[config.mk]
export PLATFORM = sky130hd
export DESIGN_NAME = psr_regbank
export DESIGN_NICKNAME = d
export VERILOG_FILES = /design/src/hw/psr_i2c_slave.v /design/src/hw/psr_regbank.v
export VERILOG_INCLUDE_DIRS = /design/src /design/src/hw
export SDC_FILE = /design/constraint.sdc
export NUM_CORES = 1
export LEC_CHECK = 0
export BUFFER_PORTS_ARGS = -buffer_cell sky130_fd_sc_hd__buf_2
export CORE_ASPECT_RATIO = 1.2
export CORE_UTILIZATION = 30
export DETAILED_ROUTE_END_ITERATION = 10
export GPL_TIMING_DRIVEN = 0
export MAX_ROUTING_LAYER = met4
export PLACE_DENSITY = 0.59
export SLEW_MARGIN = 20
export SYNTH_ARGS = -nofsm -noshare
export SYNTH_HDL_FRONTEND = slang
export SYNTH_SLANG_ARGS = --single-unit
[constraint.sdc]
create_clock -name clk -period 3.7 [get_ports clk]
set_clock_uncertainty 0.15 [all_clocks]
set_input_delay 0.74 -clock clk [delete_from_list [all_inputs] [get_ports clk]]
set_output_delay 0.74 -clock clk [all_outputs]
set_load 0.01 [all_outputs]
[src/hw/psr_regs.vh]
`ifndef PSR_REGS_VH
`define PSR_REGS_VH

// register offsets
`define PSR_OFS_GOOD_STATUS   8'h18
`define PSR_OFS_GOOD_MASK     8'h19
`define PSR_OFS_UV_FLAGS      8'h1a
`define PSR_OFS_OV_FLAGS      8'h1b
`define PSR_OFS_PSAVE_SEL     8'h1c
`define PSR_OFS_SEQ_SEL       8'h1d
`define PSR_OFS_CH6_CFG       8'h1e

// field positions
`define PSR_BIT_EN_PIN        7
`define PSR_BIT_CH6_BUCK_ONLY 4
`define PSR_BIT_CH6_VTH_HI    1
`define PSR_BIT_CH6_VTH_LO    0

// implemented-bit masks; everything else reads zero
`define PSR_MSK_7CH           8'h7f
`define PSR_MSK_6CH           8'h3f
`define PSR_MSK_CH6_CFG       8'h13

// fixed reset values (fuse-loaded registers take fuse inputs instead)
`define PSR_RST_UV_FLAGS      7'h00
`define PSR_RST_OV_FLAGS      6'h00
`define PSR_RST_BYTE          8'h00

// bus address of the device on the two-wire link (value is arbitrary)
`define PSR_I2C_ADDR          7'h2a

// two-wire engine state codes
`define PSR_ST_IDLE           4'h0
`define PSR_ST_ADDR           4'h1
`define PSR_ST_ACK_A          4'h2
`define PSR_ST_PTR            4'h3
`define PSR_ST_ACK_P          4'h4
`define PSR_ST_WDATA          4'h5
`define PSR_ST_ACK_W          4'h6
`define PSR_ST_RDATA          4'h7
`define PSR_ST_MACK           4'h8

// bits per byte on the wire
`define PSR_BYTE_BITS         4'h8

`endif

[src/hw/psr_i2c_slave.v]
`include "psr_regs.vh"

module psr_i2c_slave (
    input  wire       clk,        // system clock
    input  wire       rst_n,      // synchronous reset, active low
    input  wire       scl_i,      // serial clock level
    input  wire       sda_i,      // serial data level
    output wire       sda_o,      // serial data out, always low
    output wire       sda_oe,     // high while pulling data low
    output wire [7:0] reg_addr,   // current register pointer
    output reg        wr_stb,     // one-cycle write strobe
    output reg  [7:0] wr_data,    // write data byte
    input  wire [7:0] rd_data     // read data at reg_addr
);
    localparam ST_IDLE  = `PSR_ST_IDLE;
    localparam ST_ADDR  = `PSR_ST_ADDR;
    localparam ST_ACK_A = `PSR_ST_ACK_A;
    localparam ST_PTR   = `PSR_ST_PTR;
    localparam ST_ACK_P = `PSR_ST_ACK_P;
    localparam ST_WDATA = `PSR_ST_WDATA;
    localparam ST_ACK_W = `PSR_ST_ACK_W;
    localparam ST_RDATA = `PSR_ST_RDATA;
    localparam ST_MACK  = `PSR_ST_MACK;

    reg       scl_q_r;
    reg       sda_q_r;
    reg [3:0] state_r;
    reg [3:0] cnt_r;
    reg [7:0] sh_r;
    reg [7:0] ptr_r;
    reg       drive_r;
    reg       rw_r;
    reg       nack_r;

    // line events; start and stop are data edges while clock is high
    wire scl_rise = scl_i & ~scl_q_r;
    wire scl_fall = ~scl_i & scl_q_r;
    wire start_ev = scl_i & scl_q_r & sda_q_r & ~sda_i;
    wire stop_ev  = scl_i & scl_q_r & ~sda_q_r & sda_i;

    assign sda_o    = 1'b0;
    assign sda_oe   = drive_r;
    assign reg_addr = ptr_r;

    // previous line levels for edge detection
    always @(posedge clk)
    begin
        if (!rst_n)
        begin
            scl_q_r <= 1'b1;
            sda_q_r <= 1'b1;
        end
        else
        begin
            scl_q_r <= scl_i;
            sda_q_r <= sda_i;
        end
    end

    // byte engine: sample on rising clock, change data on falling clock
    always @(posedge clk)
    begin
        wr_stb <= 1'b0;
        if (!rst_n)
        begin
            state_r <= ST_IDLE;
            cnt_r   <= 4'h0;
            sh_r    <= 8'h00;
            ptr_r   <= 8'h00;
            drive_r <= 1'b0;
            rw_r    <= 1'b0;
            nack_r  <= 1'b0;
            wr_data <= 8'h00;
        end
        else if (start_ev)
        begin
            state_r <= ST_ADDR;
            cnt_r   <= 4'h0;
            drive_r <= 1'b0;
        end
        else if (stop_ev)
        begin
            state_r <= ST_IDLE;
            drive_r <= 1'b0;
        end
        else if (scl_rise)
        begin
            if (state_r == ST_MACK)
                nack_r <= sda_i;
            else if (state_r != ST_IDLE)
            begin
                if (state_r != ST_RDATA)
                    sh_r <= {sh_r[6:0], sda_i};
                cnt_r <= cnt_r + 4'h1;
            end
        end
        else if (scl_fall)
        begin
            case (state_r)
            ST_ADDR:
                if (cnt_r == `PSR_BYTE_BITS)
                begin
                    // only our own address is acknowledged
                    if (sh_r[7:1] == `PSR_I2C_ADDR)
                    begin
                        rw_r    <= sh_r[0];
                        drive_r <= 1'b1;
                        state_r <= ST_ACK_A;
                    end
                    else
                        state_r <= ST_IDLE;
                end
            ST_PTR:
                if (cnt_r == `PSR_BYTE_BITS)
                begin
                    ptr_r   <= sh_r;
                    drive_r <= 1'b1;
                    state_r <= ST_ACK_P;
                end
            ST_WDATA:
                if (cnt_r == `PSR_BYTE_BITS)
                begin
                    wr_stb  <= 1'b1;
                    wr_data <= sh_r;
                    drive_r <= 1'b1;
                    state_r <= ST_ACK_W;
                end
            ST_ACK_A:
            begin
                cnt_r <= 4'h0;
                if (rw_r)
                begin
                    sh_r    <= rd_data;
                    drive_r <= ~rd_data[7];
                    ptr_r   <= ptr_r + 8'h01;
                    state_r <= ST_RDATA;
                end
                else
                begin
                    drive_r <= 1'b0;
                    state_r <= ST_PTR;
                end
            end
            ST_ACK_P:
            begin
                cnt_r   <= 4'h0;
                drive_r <= 1'b0;
                state_r <= ST_WDATA;
            end
            ST_ACK_W:
            begin
                // pointer advances so bursts fill successive registers
                cnt_r   <= 4'h0;
                drive_r <= 1'b0;
                ptr_r   <= ptr_r + 8'h01;
                state_r <= ST_WDATA;
            end
            ST_RDATA:
                if (cnt_r == `PSR_BYTE_BITS)
                begin
                    drive_r <= 1'b0;
                    state_r <= ST_MACK;
                end
                else
                begin
                    sh_r    <= {sh_r[6:0], 1'b0};
                    drive_r <= ~sh_r[6];
                end
            ST_MACK:
                if (nack_r)
                    state_r <= ST_IDLE;
                else
                begin
                    cnt_r   <= 4'h0;
                    sh_r    <= rd_data;
                    drive_r <= ~rd_data[7];
                    ptr_r   <= ptr_r + 8'h01;
                    state_r <= ST_RDATA;
                end
            default:
                state_r <= ST_IDLE;
            endcase
        end
    end
endmodule // psr_i2c_slave

[src/hw/psr_regbank.v]
`include "psr_regs.vh"

// Behaviour
// - Bit 7 of the output-good status register reads the enable pin level.
// - Status bits 6..0 show channels 7..1 output-good, live from the inputs.
// - A zero mask bit passes that channel's good state to the fault output.
// - The mask register takes its reset value from the fuse inputs.
// - Undervoltage flags 6..0 set on channels 7..1 events, zero after reset.
// - Overvoltage flags 5..0 set for channels 6..1; channel 7 has none.
// - A flag holds until the host writes one to it; a zero leaves it.
// - Mode bits 5..0 pick forced PWM at 0, auto power-save at 1, fuse reset.
// - Sequencer bits 6..0 pick host manual control at 0, sequencer at 1.
// - Channel 6 bit 4 picks buck-boost at 0, buck only at 1, fuse reset.
// - Channel 6 bits 1:0 hold the boost kick-in threshold code.
// - The boost threshold acts only while channel 6 is in buck-boost mode.
// - Manual-mode channels are switched by the host's per-channel enables.
// - Channel 5 and 6 auto DCM is allowed only when both use power-save.
module psr_regbank (
    input  wire       clk,              // 25 MHz system clock
    input  wire       rst_n,            // synchronous reset, active low
    input  wire       scl_i,            // two-wire clock level
    input  wire       sda_i,            // two-wire data level
    output wire       sda_o,            // data out, always low
    output wire       sda_oe,           // high while pulling data low
    input  wire       enable_pin,       // external enable pin level
    input  wire [6:0] output_good,      // per-channel good, ch7..ch1
    input  wire [6:0] uv_event,         // undervoltage seen, ch7..ch1
    input  wire [5:0] ov_event,         // overvoltage seen, ch6..ch1
    input  wire [6:0] fuse_good_mask,   // fuse default of mask
    input  wire [5:0] fuse_psave,       // fuse default of switching mode
    input  wire [6:0] fuse_seq,         // fuse default of sequencer select
    input  wire       fuse_ch6_buck,    // fuse default of buck-only bit
    input  wire [1:0] fuse_ch6_vth,     // fuse default of boost threshold
    output reg        fault_n,          // fault output, active low
    output wire [5:0] power_save_mode,  // 1 = auto pwm/power-save
    output wire [6:0] sequencer_ctl,    // 1 = sequencer owns channel
    output wire [6:0] channel_manual,   // 1 = host enable bits own channel
    output wire       ch6_step_down_only, // 1 = buck only
    output wire [1:0] ch6_boost_threshold, // active threshold code
    output wire       ch6_boost_vth_act,  // threshold code in effect
    output wire       ch56_discontinuous_ok // dcm may be selected
);
    wire [7:0] reg_addr;
    wire       wr_stb;
    wire [7:0] wr_data;
    wire [7:0] rd_data;

    reg  [6:0] good_mask_r;
    reg  [6:0] uv_flags_r;
    wire [6:0] uv_flags_nxt;
    reg  [5:0] ov_flags_r;
    wire [5:0] ov_flags_nxt;
    reg  [5:0] psave_r;
    reg  [6:0] seq_r;
    reg        ch6_buck_r;
    reg  [1:0] ch6_vth_r;

    // byte-wide two-wire slave with auto-incrementing pointer
    psr_i2c_slave u_link (
        .clk      (clk),
        .rst_n    (rst_n),
        .scl_i    (scl_i),
        .sda_i    (sda_i),
        .sda_o    (sda_o),
        .sda_oe   (sda_oe),
        .reg_addr (reg_addr),
        .wr_stb   (wr_stb),
        .wr_data  (wr_data),
        .rd_data  (rd_data)
    );

    // write hit on one register offset; shared by every write process
    function hit;
        input [7:0] addr;
        input [7:0] ofs;
        input       stb;
        begin
            hit = stb & (addr == ofs);
        end
    endfunction

    // read mux; unmapped offsets and unused bits read zero
    // status is sampled when a read byte is loaded, not bit by bit
    function [7:0] rd_mux;
        input [7:0] addr;
        input [7:0] status;
        input [6:0] mask;
        input [6:0] uv;
        input [5:0] ov;
        input [5:0] psv;
        input [6:0] seq;
        input       buck;
        input [1:0] vth;
        begin
            case (addr)
            `PSR_OFS_GOOD_STATUS: rd_mux = status;
            `PSR_OFS_GOOD_MASK:   rd_mux = {1'b0, mask};
            `PSR_OFS_UV_FLAGS:    rd_mux = {1'b0, uv};
            `PSR_OFS_OV_FLAGS:    rd_mux = {2'b00, ov};
            `PSR_OFS_PSAVE_SEL:   rd_mux = {2'b00, psv};
            `PSR_OFS_SEQ_SEL:     rd_mux = {1'b0, seq};
            `PSR_OFS_CH6_CFG:     rd_mux = {3'b000, buck, 2'b00, vth};
            default:              rd_mux = `PSR_RST_BYTE;
            endcase
        end
    endfunction

    // status is live: enable pin on top, channel good below it
    wire [7:0] status_byte = {enable_pin, output_good};

    // the status offset has no write path at all
    assign rd_data = rd_mux(reg_addr, status_byte, good_mask_r,
                            uv_flags_r, ov_flags_r, psave_r, seq_r,
                            ch6_buck_r, ch6_vth_r);

    // mask register, fuse default caught at reset
    // fuses are taken on every clock while reset is held, so a late settle is harmless
    always @(posedge clk)
    begin
        if (!rst_n)
            good_mask_r <= fuse_good_mask;
        else if (hit(reg_addr, `PSR_OFS_GOOD_MASK, wr_stb))
            good_mask_r <= wr_data[6:0];
    end

    // write-one-clear masks for the two flag registers
    wire [6:0] uv_clr = hit(reg_addr, `PSR_OFS_UV_FLAGS, wr_stb)
                        ? wr_data[6:0] : 7'h00;
    wire [5:0] ov_clr = hit(reg_addr, `PSR_OFS_OV_FLAGS, wr_stb)
                        ? wr_data[5:0] : 6'h00;

    // one sticky cell per channel; an event in the clear cycle wins
    genvar gu;
    generate
        for (gu = 0; gu < 7; gu = gu + 1)
        begin : g_uv
            assign uv_flags_nxt[gu] = uv_event[gu]
                                    | (uv_flags_r[gu] & ~uv_clr[gu]);
        end
        for (gu = 0; gu < 6; gu = gu + 1)
        begin : g_ov
            assign ov_flags_nxt[gu] = ov_event[gu]
                                    | (ov_flags_r[gu] & ~ov_clr[gu]);
        end
    endgenerate

    // flag storage
    // flags have no fuse default; reset always starts them clear
    always @(posedge clk)
    begin
        if (!rst_n)
        begin
            uv_flags_r <= `PSR_RST_UV_FLAGS;
            ov_flags_r <= `PSR_RST_OV_FLAGS;
        end
        else
        begin
            uv_flags_r <= uv_flags_nxt;
            ov_flags_r <= ov_flags_nxt;
        end
    end

    // switching-mode select, fuse default
    always @(posedge clk)
    begin
        if (!rst_n)
            psave_r <= fuse_psave;
        else if (hit(reg_addr, `PSR_OFS_PSAVE_SEL, wr_stb))
            psave_r <= wr_data[5:0];
    end

    // sequencer select, fuse default
    always @(posedge clk)
    begin
        if (!rst_n)
            seq_r <= fuse_seq;
        else if (hit(reg_addr, `PSR_OFS_SEQ_SEL, wr_stb))
            seq_r <= wr_data[6:0];
    end

    // channel 6 regulation config, fuse default
    always @(posedge clk)
    begin
        if (!rst_n)
        begin
            ch6_buck_r <= fuse_ch6_buck;
            ch6_vth_r  <= fuse_ch6_vth;
        end
        else if (hit(reg_addr, `PSR_OFS_CH6_CFG, wr_stb))
        begin
            ch6_buck_r <= wr_data[`PSR_BIT_CH6_BUCK_ONLY];
            ch6_vth_r  <=
                wr_data[`PSR_BIT_CH6_VTH_HI:`PSR_BIT_CH6_VTH_LO];
        end
    end

    // fault is registered, so it moves only on a clock edge; a good input low at an edge still pulses it
    // masked channels drop out before the reduction; status stays raw
    always @(posedge clk)
    begin
        if (!rst_n)
            fault_n <= 1'b1;
        else
            fault_n <= ~|(~output_good & ~good_mask_r);
    end

    // mode outputs to the converters and sequencer
    assign power_save_mode    = psave_r;
    assign sequencer_ctl      = seq_r;
    assign channel_manual     = ~seq_r;
    assign ch6_step_down_only = ch6_buck_r;

    // in buck-only mode the code is held back and reads as inactive
    // the stored code is kept and still reads back; a return to buck-boost writes a new code from the same byte
    assign ch6_boost_vth_act   = ~ch6_buck_r;
    assign ch6_boost_threshold = ch6_buck_r ? 2'b00 : ch6_vth_r;

    // dcm gate for channels 5 and 6; the dcm bit itself lives elsewhere
    assign ch56_discontinuous_ok = psave_r[5] & psave_r[4];
endmodule // psr_regbank

==> impl_metrics.csv, run 1 <==
group,metric,value,unit
run_status,status,"finished clean",
hold_path,hp-start,"u_link.sda_oe",
clock_tree,cts_root_buf,"clkbuf_16",
routing,routed-wl-met2,5950,µm
synthesis,ys_types,63,
floorplanning,die_w,109,µm
floorplanning,row_count,46,
placed_design,place_ws,0.752,ns
placed_design,routabilityCongestion,0.903,
clock_tree,cts_buffers,9,
synthesis,synth-edff-count,23,
synthesis,async_flop_share,0,%
routing,route.top_layer_used,"met4",
clock_tree,cts-htree-levels,3,
finish,drive_gt1_share,18.6,%
setup_path,path_cells,"buf_2 -> ha_1 -> clkbuf_1 -> nor2b_1 -> o2111ai_1 -> clkbuf_1 -> a21oi_1 -> o32ai_1",
finish,post-route-cell-area,4950,µm²
setup_path,ff2ff_path_depth,8,
timing,fin_crit_sh,72.7,%
setup_path,crit_required,3.75,ns
timing,finalHoldViolations,0,
timing,relSlewSlack,50.4,%
clock_tree,cts_resized,0,
floorplanning,fp.dieH,130,µm
floorplanning,start_util,30.9,%
placed_design,placed_cell_area,4660,µm²
clock_tree,cts_tree,"done",
timing,worst_pin_slew,0.744,ns
synthesis,syn-num-nets,528,
floorplanning,core-area,13200,µm²
routing,viasPerCell,5.26,
global_routing,grt_overflow,0,
synthesis,synthesis.area,4080,µm²
setup_path,crit_top_cell,"clkbuf_1",
hold_path,holdCritPathClass,"flip-flop to flip-flop",
global_routing,grt_usage,18.5,%
routing,drc_errors,0,
timing,period_needed,2.69,ns
finish,final_common_cell,"buf_2",
finish,finish.net_count,612,
timing,slew_violations,0,
routing,vias,3830,
setup_path,cp.arrival,2.74,ns
timing,tns,0,ns
clock_tree,postCtsSetupBuffers,0,
placed_design,dpl.cell_count,712,
setup_path,r2r_slack,1.07,ns
synthesis,ys.flop_type,"dfxtp_1",
floorplanning,die_area,14100,µm²
global_routing,grt_pass1_wl,19300,µm
setup_path,rr_endpoint,"u_link.sh_r[0]",
global_routing,grt_max_degree,14,
hold_path,min_path_cells,2,
synthesis,yosysSeqAreaShare,41.9,%
placed_design,port_buffers,73,
power,p_leak,2.02,nW
power,powerDensity,395,nW/µm²
timing,setup_viol,0,
finish,synthToLayoutAreaGrowth,21.2,%
synthesis,postSynthAreaPerCell,8.67,µm²
synthesis,yosysWarnings,0,
run,maxCapViolCount,0,
placed_design,dp_hpwl,9350,µm
routing,drt-pass1-iter-count,6,
timing,grt_setup_unrepaired,"false",
routing,wl_met3,684,µm
setup_path,end_kind,"flip-flop",
floorplanning,io_pins,76,
routing,met1_length,5010,µm
setup_path,r2r-start,"u_link.reg_addr[1]",
clock_tree,hold_buffers,0,
setup_path,critPathLaunchType,"input pin",
finish,fill_cells,1367,
routing,wl_per_cell,16.5,µm
global_routing,grt_pass1_vias,3744,
finish,final_cell_mix,"buf_2 (75), dfxtp_1 (51), nand2_1 (47)",
finish,antennaDiodeCount,0,
setup_path,crit_path_top_delay_cell,"o2111ai_1",
synthesis,ys_ff_latch,74,
timing,layout_setup_ws,1.01,ns
finish,final_cells,728,
routing,drtIter0Drc,214,
synthesis,postSynthCellCount,471,
clock_tree,cts_sinks,74,
setup_path,slowest_delay,0.42,ns
clock_tree,clkTransAtPathRegs,0.06,ns
setup_path,worstSetupPathType,"input pin to flip-flop",
power,peakVddDrop,0.237,mV
global_routing,antenna_found_initial,0,
clock_tree,clk_latency,0.34,ns
setup_path,critPathMaxFanout,10,
routing,postRouteWirelength,12000,µm
timing,fmax,372,MHz
routing,drtAntennaViolNets,0,
hold_path,holdPathEnd,"u_link.sda_oe",
clock_tree,clockBufferDepth,2,
## area by class of cell
type / count / area [µm²] / share of cell area (%)
clock inverter: 5 / 36.3 / 0.733
tap: 168 / 210 / 4.25
timing repair buffer: 73 / 365 / 7.38
multi-input combinational: 325 / 2100 / 42.3
inverter: 40 / 150 / 3.03
buffer: 32 / 126 / 2.55
sequential: 74 / 1710 / 34.6
clock buffer: 11 / 254 / 5.13
## registers in the layout, summed over array words and instances, names as in the netlist
register	flops
u_link.reg_addr	8
u_link.sh_r	8
good_mask_r	7
sequencer_ctl	7
u_link.wr_data	7
uv_flags_r	7
ov_flags_r	6
power_save_mode	6
u_link.cnt_r	4
u_link.state_r	4
ch6_vth_r	2
ch6_step_down_only	1
fault_n	1
u_link.nack_r	1
u_link.rw_r	1
u_link.scl_q_r	1
u_link.sda_oe	1
u_link.sda_q_r	1
u_link.wr_stb	1
## cell families (layout without fill, tap and decap cells)
family | after synthesis | count (layout) | synth area share, %
XOR/XNOR | 1 | 1 | 0.214
multiplexers | 11 | 11 | 2.70
adder cells (fa/ha/maj) | 9 | 9 | 2.76
AO/OA/AOI/OAI | 165 | 165 | 27.9
buffers and inverters | 72 | 161 | 6.77
flip-flops | 74 | 74 | 41.9
other | 1 | 1 | 0.0918
AND/OR/NAND/NOR | 138 | 138 | 17.6
## through the flow
stage               hold slack, ns  utilization (%)  power (mW)
global route                 0.366             37.4        2.03
finish                       0.321             37.4        1.95
floorplan                    0.298                -        1.03
CTS                          0.327             37.4        1.97
global placement             0.315             35.2        1.12
detailed placement           0.321             35.2        1.12
## metal layers
layer / track usage [%] / vias to the layer above
met3: 3.75 / 33
met2: 32.1 / 150
li1: - / 1875
met5: - / -
met4: 7.07 / 0
met1: 20.7 / 1772
## cells in the mapped netlist, types with 3 or more instances
master	instances	area, µm²
or2_2	3	18.8
buf_1	3	11.3
o21a_1	15	113
a211oi_1	6	45.0
nor2b_1	4	25.0
edfxtp_1	23	691
o211ai_1	4	30.0
and2_1	8	50.1
nand3_1	11	55.1
o32ai_1	3	26.3
a22oi_1	15	113
o221a_2	5	56.3
o22ai_1	3	18.8
a21o_1	3	22.5
a22o_1	5	43.8
nor2_1	22	82.6
a21oi_1	25	125
dfxtp_1	51	1020
nand2b_1	9	56.3
nand3b_1	3	22.5
ha_1	9	113
nand2_1	47	176
a222oi_1	4	40.0
a21boi_0	13	97.6
mux2i_1	11	110
clkbuf_1	26	97.6
inv_1	39	146
nor3_1	8	40.0
o21ai_0	42	210
## report_power, final
part	total, mW	switching, mW	internal [mW]
sequential	0.906	0.0301	0.876
clock	0.852	0.355	0.498
combinational	0.195	0.111	0.0841
total	1.95	0.496	1.46
## worst max-delay path: cells and delay by family
kind	cells	cell delay, ns
simple gates	1	0.28
fa+ha+maj	1	0.26
compound gates	3	0.76
buf+inv	3	0.69
## how the worst max path moves through the flow
stage	slack (ns)	end	cells past startpoint	startpoint
final	1.01	u_link.reg_addr[7]	8	scl_i
after global routing	0.87	u_link.wr_data[4]	9	scl_i
after CTS	1.08	u_link.sh_r[0]	8	u_link.reg_addr[1]
after detailed placement	0.75	u_link.sh_r[0]	8	scl_i
after global placement	0.73	u_link.sh_r[0]	8	scl_i
after floorplan	1.06	u_link.sh_r[4]	7	scl_i
Power figures use the tool's default switching activity.
==> run 2, diff against run 1 <==
- PLACE_DENSITY: 0.59 -> 0.61
- clock period: 3.7 -> 2.45 ns (I/O delays scaled with it)
==> run 2 against run 1 <==
  * Combinational power grew 56%
  * Sequential power rose by 51%
  * Routed wire length grew 5.5%
  * Global-route usage grew 0.53 points
  * Non-clock buffer count decreased by 2
  * Cell area up 2.2%
  * Clock power up 51%
  * Critical path depth shrank 2
  * Largest power group unchanged
==> impl_metrics.csv, run 2 (same netlist as run 1, synthesis figures left out) <==
group,metric,value,unit
finish,synthToLayoutAreaGrowth,23.8,%
setup_path,crit_required,2.55,ns
global_routing,grt_pass1_vias,3773,
floorplanning,io_pins,76,
timing,relSlewSlack,56.8,%
global_routing,grt_max_degree,14,
power,p_leak,2.06,nW
finish,fill_cells,1357,
hold_path,holdCritPathClass,"input pin to flip-flop",
finish,fin_util,38.2,%
timing,holdWs,0.208,ns
global_routing,antenna_found_initial,0,
setup_path,end_kind,"flip-flop",
power,seq_power_share,46.2,%
power,swShare,25.8,%
power,power.switching,0.763,mW
routing,vias,3844,
routing,drtIter0Drc,239,
run_status,status,"finished clean",
clock_tree,clkTransAtPathRegs,0.06,ns
finish,antennaDiodeCount,0,
setup_path,cp.arrival,2.48,ns
setup_path,ff2ff_path_depth,6,
timing,grt_setup_unrepaired,"false",
placed_design,routabilityCongestion,0.879,
timing,finalHoldViolations,0,
finish,drive_gt1_share,23.7,%
finish,final_common_cell,"buf_2",
clock_tree,cts_root_buf,"clkbuf_16",
hold_path,min_path_cells,2,
power,internal_power,2.19,mW
run,maxCapViolCount,0,
floorplanning,row_count,46,
power,peakVddDrop,0.399,mV
finish,finish.net_count,610,
floorplanning,die_area,14100,µm²
clock_tree,cts_tree,"done",
global_routing,grt_overflow,0,
finish,final_cell_mix,"buf_2 (75), nand2_1 (47), dfxtp_1 (46)",
clock_tree,hold_buffers,0,
setup_path,critPathMaxFanout,7,
floorplanning,die_w,109,µm
power,comb_power_share,10.3,%
timing,worst_pin_slew,0.642,ns
placed_design,port_buffers,73,
timing,fin_crit_sh,97.1,%
timing,slew_violations,0,
routing,drtAntennaViolNets,0,
floorplanning,core-area,13200,µm²
routing,postRouteWirelength,12700,µm
clock_tree,clockBufferDepth,2,
setup_path,critPathLaunchType,"flip-flop",
timing,period_needed,2.38,ns
clock_tree,cts_buffers,9,
timing,setup_viol,0,
global_routing,grt_pass1_wl,19700,µm
routing,wl_per_cell,17.4,µm
routing,viasPerCell,5.29,
clock_tree,cts-htree-levels,3,
global_routing,grt_usage,19.0,%
placed_design,dp_hpwl,9510,µm
power,powerDensity,585,nW/µm²
power,power_frac_clock,43.5,%
clock_tree,clk_latency,0.34,ns
setup_path,worstSetupPathType,"flip-flop to flip-flop",
floorplanning,start_util,30.9,%
timing,fmax,420,MHz
routing,drc_errors,0,
floorplanning,fp.dieH,130,µm
routing,drt-pass1-iter-count,5,
clock_tree,cts_sinks,74,
[run 2: cell count changes in the layout (fill, tap and decap cells not counted), moves of 3 or more]
cell	before	now
clkbuf_1	27	15
dfxtp_1	51	46
clkbuf_2	0	4
buf_4	1	4
dfxtp_2	0	3
[run 2: through the flow]
step	setup WS, ns	TNS [ns]	area (µm²)	cells	power, mW
after floorplan	0.0593	0	4080	471	1.55
after global placement	-0.251	-4.13	4660	712	1.69
after detailed placement	-0.257	-4.06	4660	712	1.69
after CTS	0.0159	0	4950	725	2.97
after global routing	0.00105	0	5060	726	3.07
final	0.0717	0	5060	726	2.96
[run 2: layer usage]
layer / GRT usage (%) / wire (µm) / up-vias
met5: - / 0 / -
met1: 22.2 / 5370 / 1809
li1: - / - / 1877
met4: 7.23 / 290 / 0
met3: 3.05 / 586 / 26
met2: 32.5 / 6400 / 132
[run 2: critical path, stage by stage, from the launching register on]
cell	delay, ns
dfxtp_4	0.35
or4b_4	0.53
buf_6	0.14
or4b_4	0.47
buf_6	0.14
a211o_1	0.26
a311oi_2	0.23
[run 2: final cells by class]
| type | count | area (µm²) | area share, % |
|---|---|---|---|
| Multi-Input combinational cell | 325 | 2170 | 42.9 |
| Sequential cell | 74 | 1720 | 34.1 |
| Timing Repair Buffer | 76 | 388 | 7.67 |
| Clock buffer | 11 | 253 | 5.00 |
| Tap cell | 168 | 210 | 4.16 |
| Inverter | 40 | 150 | 2.97 |
| Buffer | 27 | 128 | 2.52 |
| Clock inverter | 5 | 36.3 | 0.717 |
[run 2: power groups by stage]
stage | clock network, mW | logic (mW) | registers (mW)
floorplan | 0 | 0.171 | 1.38
global placement | 0 | 0.294 | 1.39
detailed placement | 0 | 0.298 | 1.39
CTS | 1.30 | 0.299 | 1.37
global route | 1.36 | 0.337 | 1.37
finish | 1.29 | 0.304 | 1.37
[run 2: path summary, 6_finish.rpt]
path / from / end / slack, ns
worst min register to register: u_link.sda_oe / u_link.sda_oe / 0.33
worst max-delay path: u_link.reg_addr[6] / u_link.sh_r[0] / 0.07
worst min-delay path: uv_event[1] / uv_flags_r[1] / 0.21
worst max register to register: u_link.reg_addr[6] / u_link.sh_r[0] / 0.07
[run 2: repair_timing]
item / in CTS / in global routing
endpoints found under the setup margin: 12 / 45
pin swaps: 0 / 5
buffers inserted: 0 / 3
resized for setup: 3 / 39
==> run 3, diff against run 2 <==
- CELL_PAD_IN_SITES_DETAIL_PLACEMENT: default -> 0
- CELL_PAD_IN_SITES_GLOBAL_PLACEMENT: default -> 1
- PLACE_DENSITY: 0.61 -> 0.74
==> run 3 against run 2 <==
  * Final cell count down 0.69%
  * First-iteration DRC count fell by 8.4%
  * Largest cell class unchanged
  * Critical path type unchanged
  * Total power shrank 0.26%
  * Sequential power about the same
  * Count of clock-buffer cells in the layout is 2 lower
==> impl_metrics.csv, run 3 (same netlist as run 1, synthesis figures left out) <==
group,metric,value,unit
routing,drt-pass1-iter-count,5,
run,maxCapViolCount,0,
clock_tree,clkTransAtPathRegs,0.06,ns
power,p_leak,2.03,nW
global_routing,grt_max_degree,16,
setup_path,r2r-start,"u_link.reg_addr[5]",
clock_tree,cts_buffers,9,
timing,finalHoldViolations,0,
placed_design,routabilityCongestion,0.874,
clock_tree,clockBufferDepth,2,
finish,finish.net_count,605,
hold_path,hp-start,"uv_event[1]",
setup_path,crit_top_cell,"or4b_4",
timing,relSlewSlack,56.1,%
floorplanning,fp.dieH,130,µm
floorplanning,start_util,30.9,%
finish,final_common_cell,"buf_2",
run_status,status,"finished clean",
finish,drive_gt1_share,22.6,%
clock_tree,cts_tree,"done",
placed_design,dpl.cell_count,712,
setup_path,path_buf_inv,1,
setup_path,crit_required,2.55,ns
timing,slew_violations,0,
setup_path,crit_family,"simple AND/OR/NAND/NOR gates",
global_routing,grt_pass1_wl,19500,µm
timing,period_needed,2.36,ns
timing,fmax,423,MHz
setup_path,critPathLaunchType,"flip-flop",
routing,viasPerCell,5.28,
setup_path,slowest_delay,0.59,ns
timing,setup_viol,0,
timing,fin_crit_sh,96.5,%
finish,antennaDiodeCount,0,
floorplanning,io_pins,76,
timing,grt_setup_unrepaired,"false",
setup_path,crit_path_top_delay_cell,"or4b_4",
routing,wl_per_cell,16.9,µm
setup_path,worstSetupStartpoint,"u_link.reg_addr[5]",
setup_path,path_cells,"or4b_4 -> or4b_4 -> buf_6 -> or2_1 -> a311oi_2",
floorplanning,core-area,13200,µm²
setup_path,end_kind,"flip-flop",
global_routing,grt_usage,18.8,%
floorplanning,die_w,109,µm
routing,drtAntennaViolNets,0,
clock_tree,cts_sinks,74,
finish,final_cells,721,
clock_tree,postCtsSetupBuffers,0,
timing,holdWs,0.200,ns
finish,final_cell_mix,"buf_2 (73), dfxtp_1 (49), nand2_1 (47)",
power,powerDensity,591,nW/µm²
global_routing,antenna_found_initial,0,
finish,synthToLayoutAreaGrowth,22.2,%
global_routing,grt_overflow,0,
placed_design,port_buffers,73,
floorplanning,row_count,46,
global_routing,grt_pass1_vias,3669,
clock_tree,clk_latency,0.34,ns
setup_path,worstSetupPathType,"flip-flop to flip-flop",
routing,drtIter0Drc,219,
clock_tree,cts-htree-levels,3,
timing,worst_pin_slew,0.651,ns
placed_design,dp_hpwl,9410,µm
routing,postRouteWirelength,12200,µm
power,peakVddDrop,0.337,mV
floorplanning,die_area,14100,µm²
setup_path,critPathMaxFanout,7,
routing,vias,3810,
clock_tree,hold_buffers,0,
clock_tree,cts_root_buf,"clkbuf_16",
hold_path,holdCritPathClass,"input pin to flip-flop",
routing,drc_errors,0,
setup_path,cp.arrival,2.46,ns
==> run 3: cell count changes in the layout (fill, tap and decap cells not counted), sizes merged <==
cell and delta:
buf -6, clkbuf -1, clkinv -2, inv +4
==> run 3: area by class of cell <==
| class | count | area (µm²) |
|---|---|---|
| Fill cell | 1361 | 8250 |
| Multi-Input combinational cell | 325 | 2160 |
| Sequential cell | 74 | 1710 |
| Timing Repair Buffer | 73 | 365 |
| Clock buffer | 9 | 225 |
| Tap cell | 168 | 210 |
| Inverter | 40 | 150 |
| Buffer | 25 | 111 |
| Clock inverter | 7 | 57.6 |
==> run 3: through the flow <==
stage          util (%)  setup WS (ns)  area (µm²)  power, mW  TNS (ns)
2_1_floorplan         -         0.0593        4080       1.55         0
3_3_place_gp       35.2         -0.318        4660       1.69     -4.98
3_5_place_dp       35.2         -0.319        4660       1.69     -4.89
4_1_cts            37.4        0.00833        4950       2.96         0
5_1_grt            37.7        0.00295        4990       3.08         0
6_report           37.7         0.0863        4990       2.95         0
==> run 3: path summary, 6_finish.rpt <==
path	to	slack [ns]	cells past startpoint
worst min register to register	u_link.sda_oe	0.34	2
worst max-delay path	u_link.sh_r[4]	0.09	5
worst min-delay path	uv_flags_r[1]	0.20	2
worst max register to register	u_link.sh_r[4]	0.09	5
==> run 3: repair_timing <==
action                                  CTS  global route
endpoints found under the setup margin   16            32
pin swaps                                 0             1
resized for setup                         6            25
==> run 3: worst register-to-register path: stages, from the launching register on <==
cell	delay (ns)
dfxtp_2	0.34
or4b_4	0.59
or4b_4	0.56
buf_6	0.14
or2_1	0.24
a311oi_2	0.26
==> run 3: layer usage <==
| layer | wire length, µm | up-vias | part of all wire [%] | GRT usage (%) |
|---|---|---|---|---|
| li1 | - | 1867 | - | - |
| met1 | 5380 | 1785 | 44 | 22.4 |
| met2 | 5980 | 134 | 49 | 31.1 |
| met3 | 569 | 24 | 4.7 | 2.80 |
| met4 | 295 | 0 | 2.4 | 8.59 |
| met5 | 0 | - | 0 | - |
==> run 3: report_power, final <==
group | switching (mW) | leakage [nW] | internal (mW) | total (mW)
clock | 0.577 | 0.140 | 0.705 | 1.28
combinational | 0.169 | 1.24 | 0.129 | 0.298
sequential | 0.0481 | 0.648 | 1.32 | 1.37
total | 0.794 | 2.03 | 2.16 | 2.95
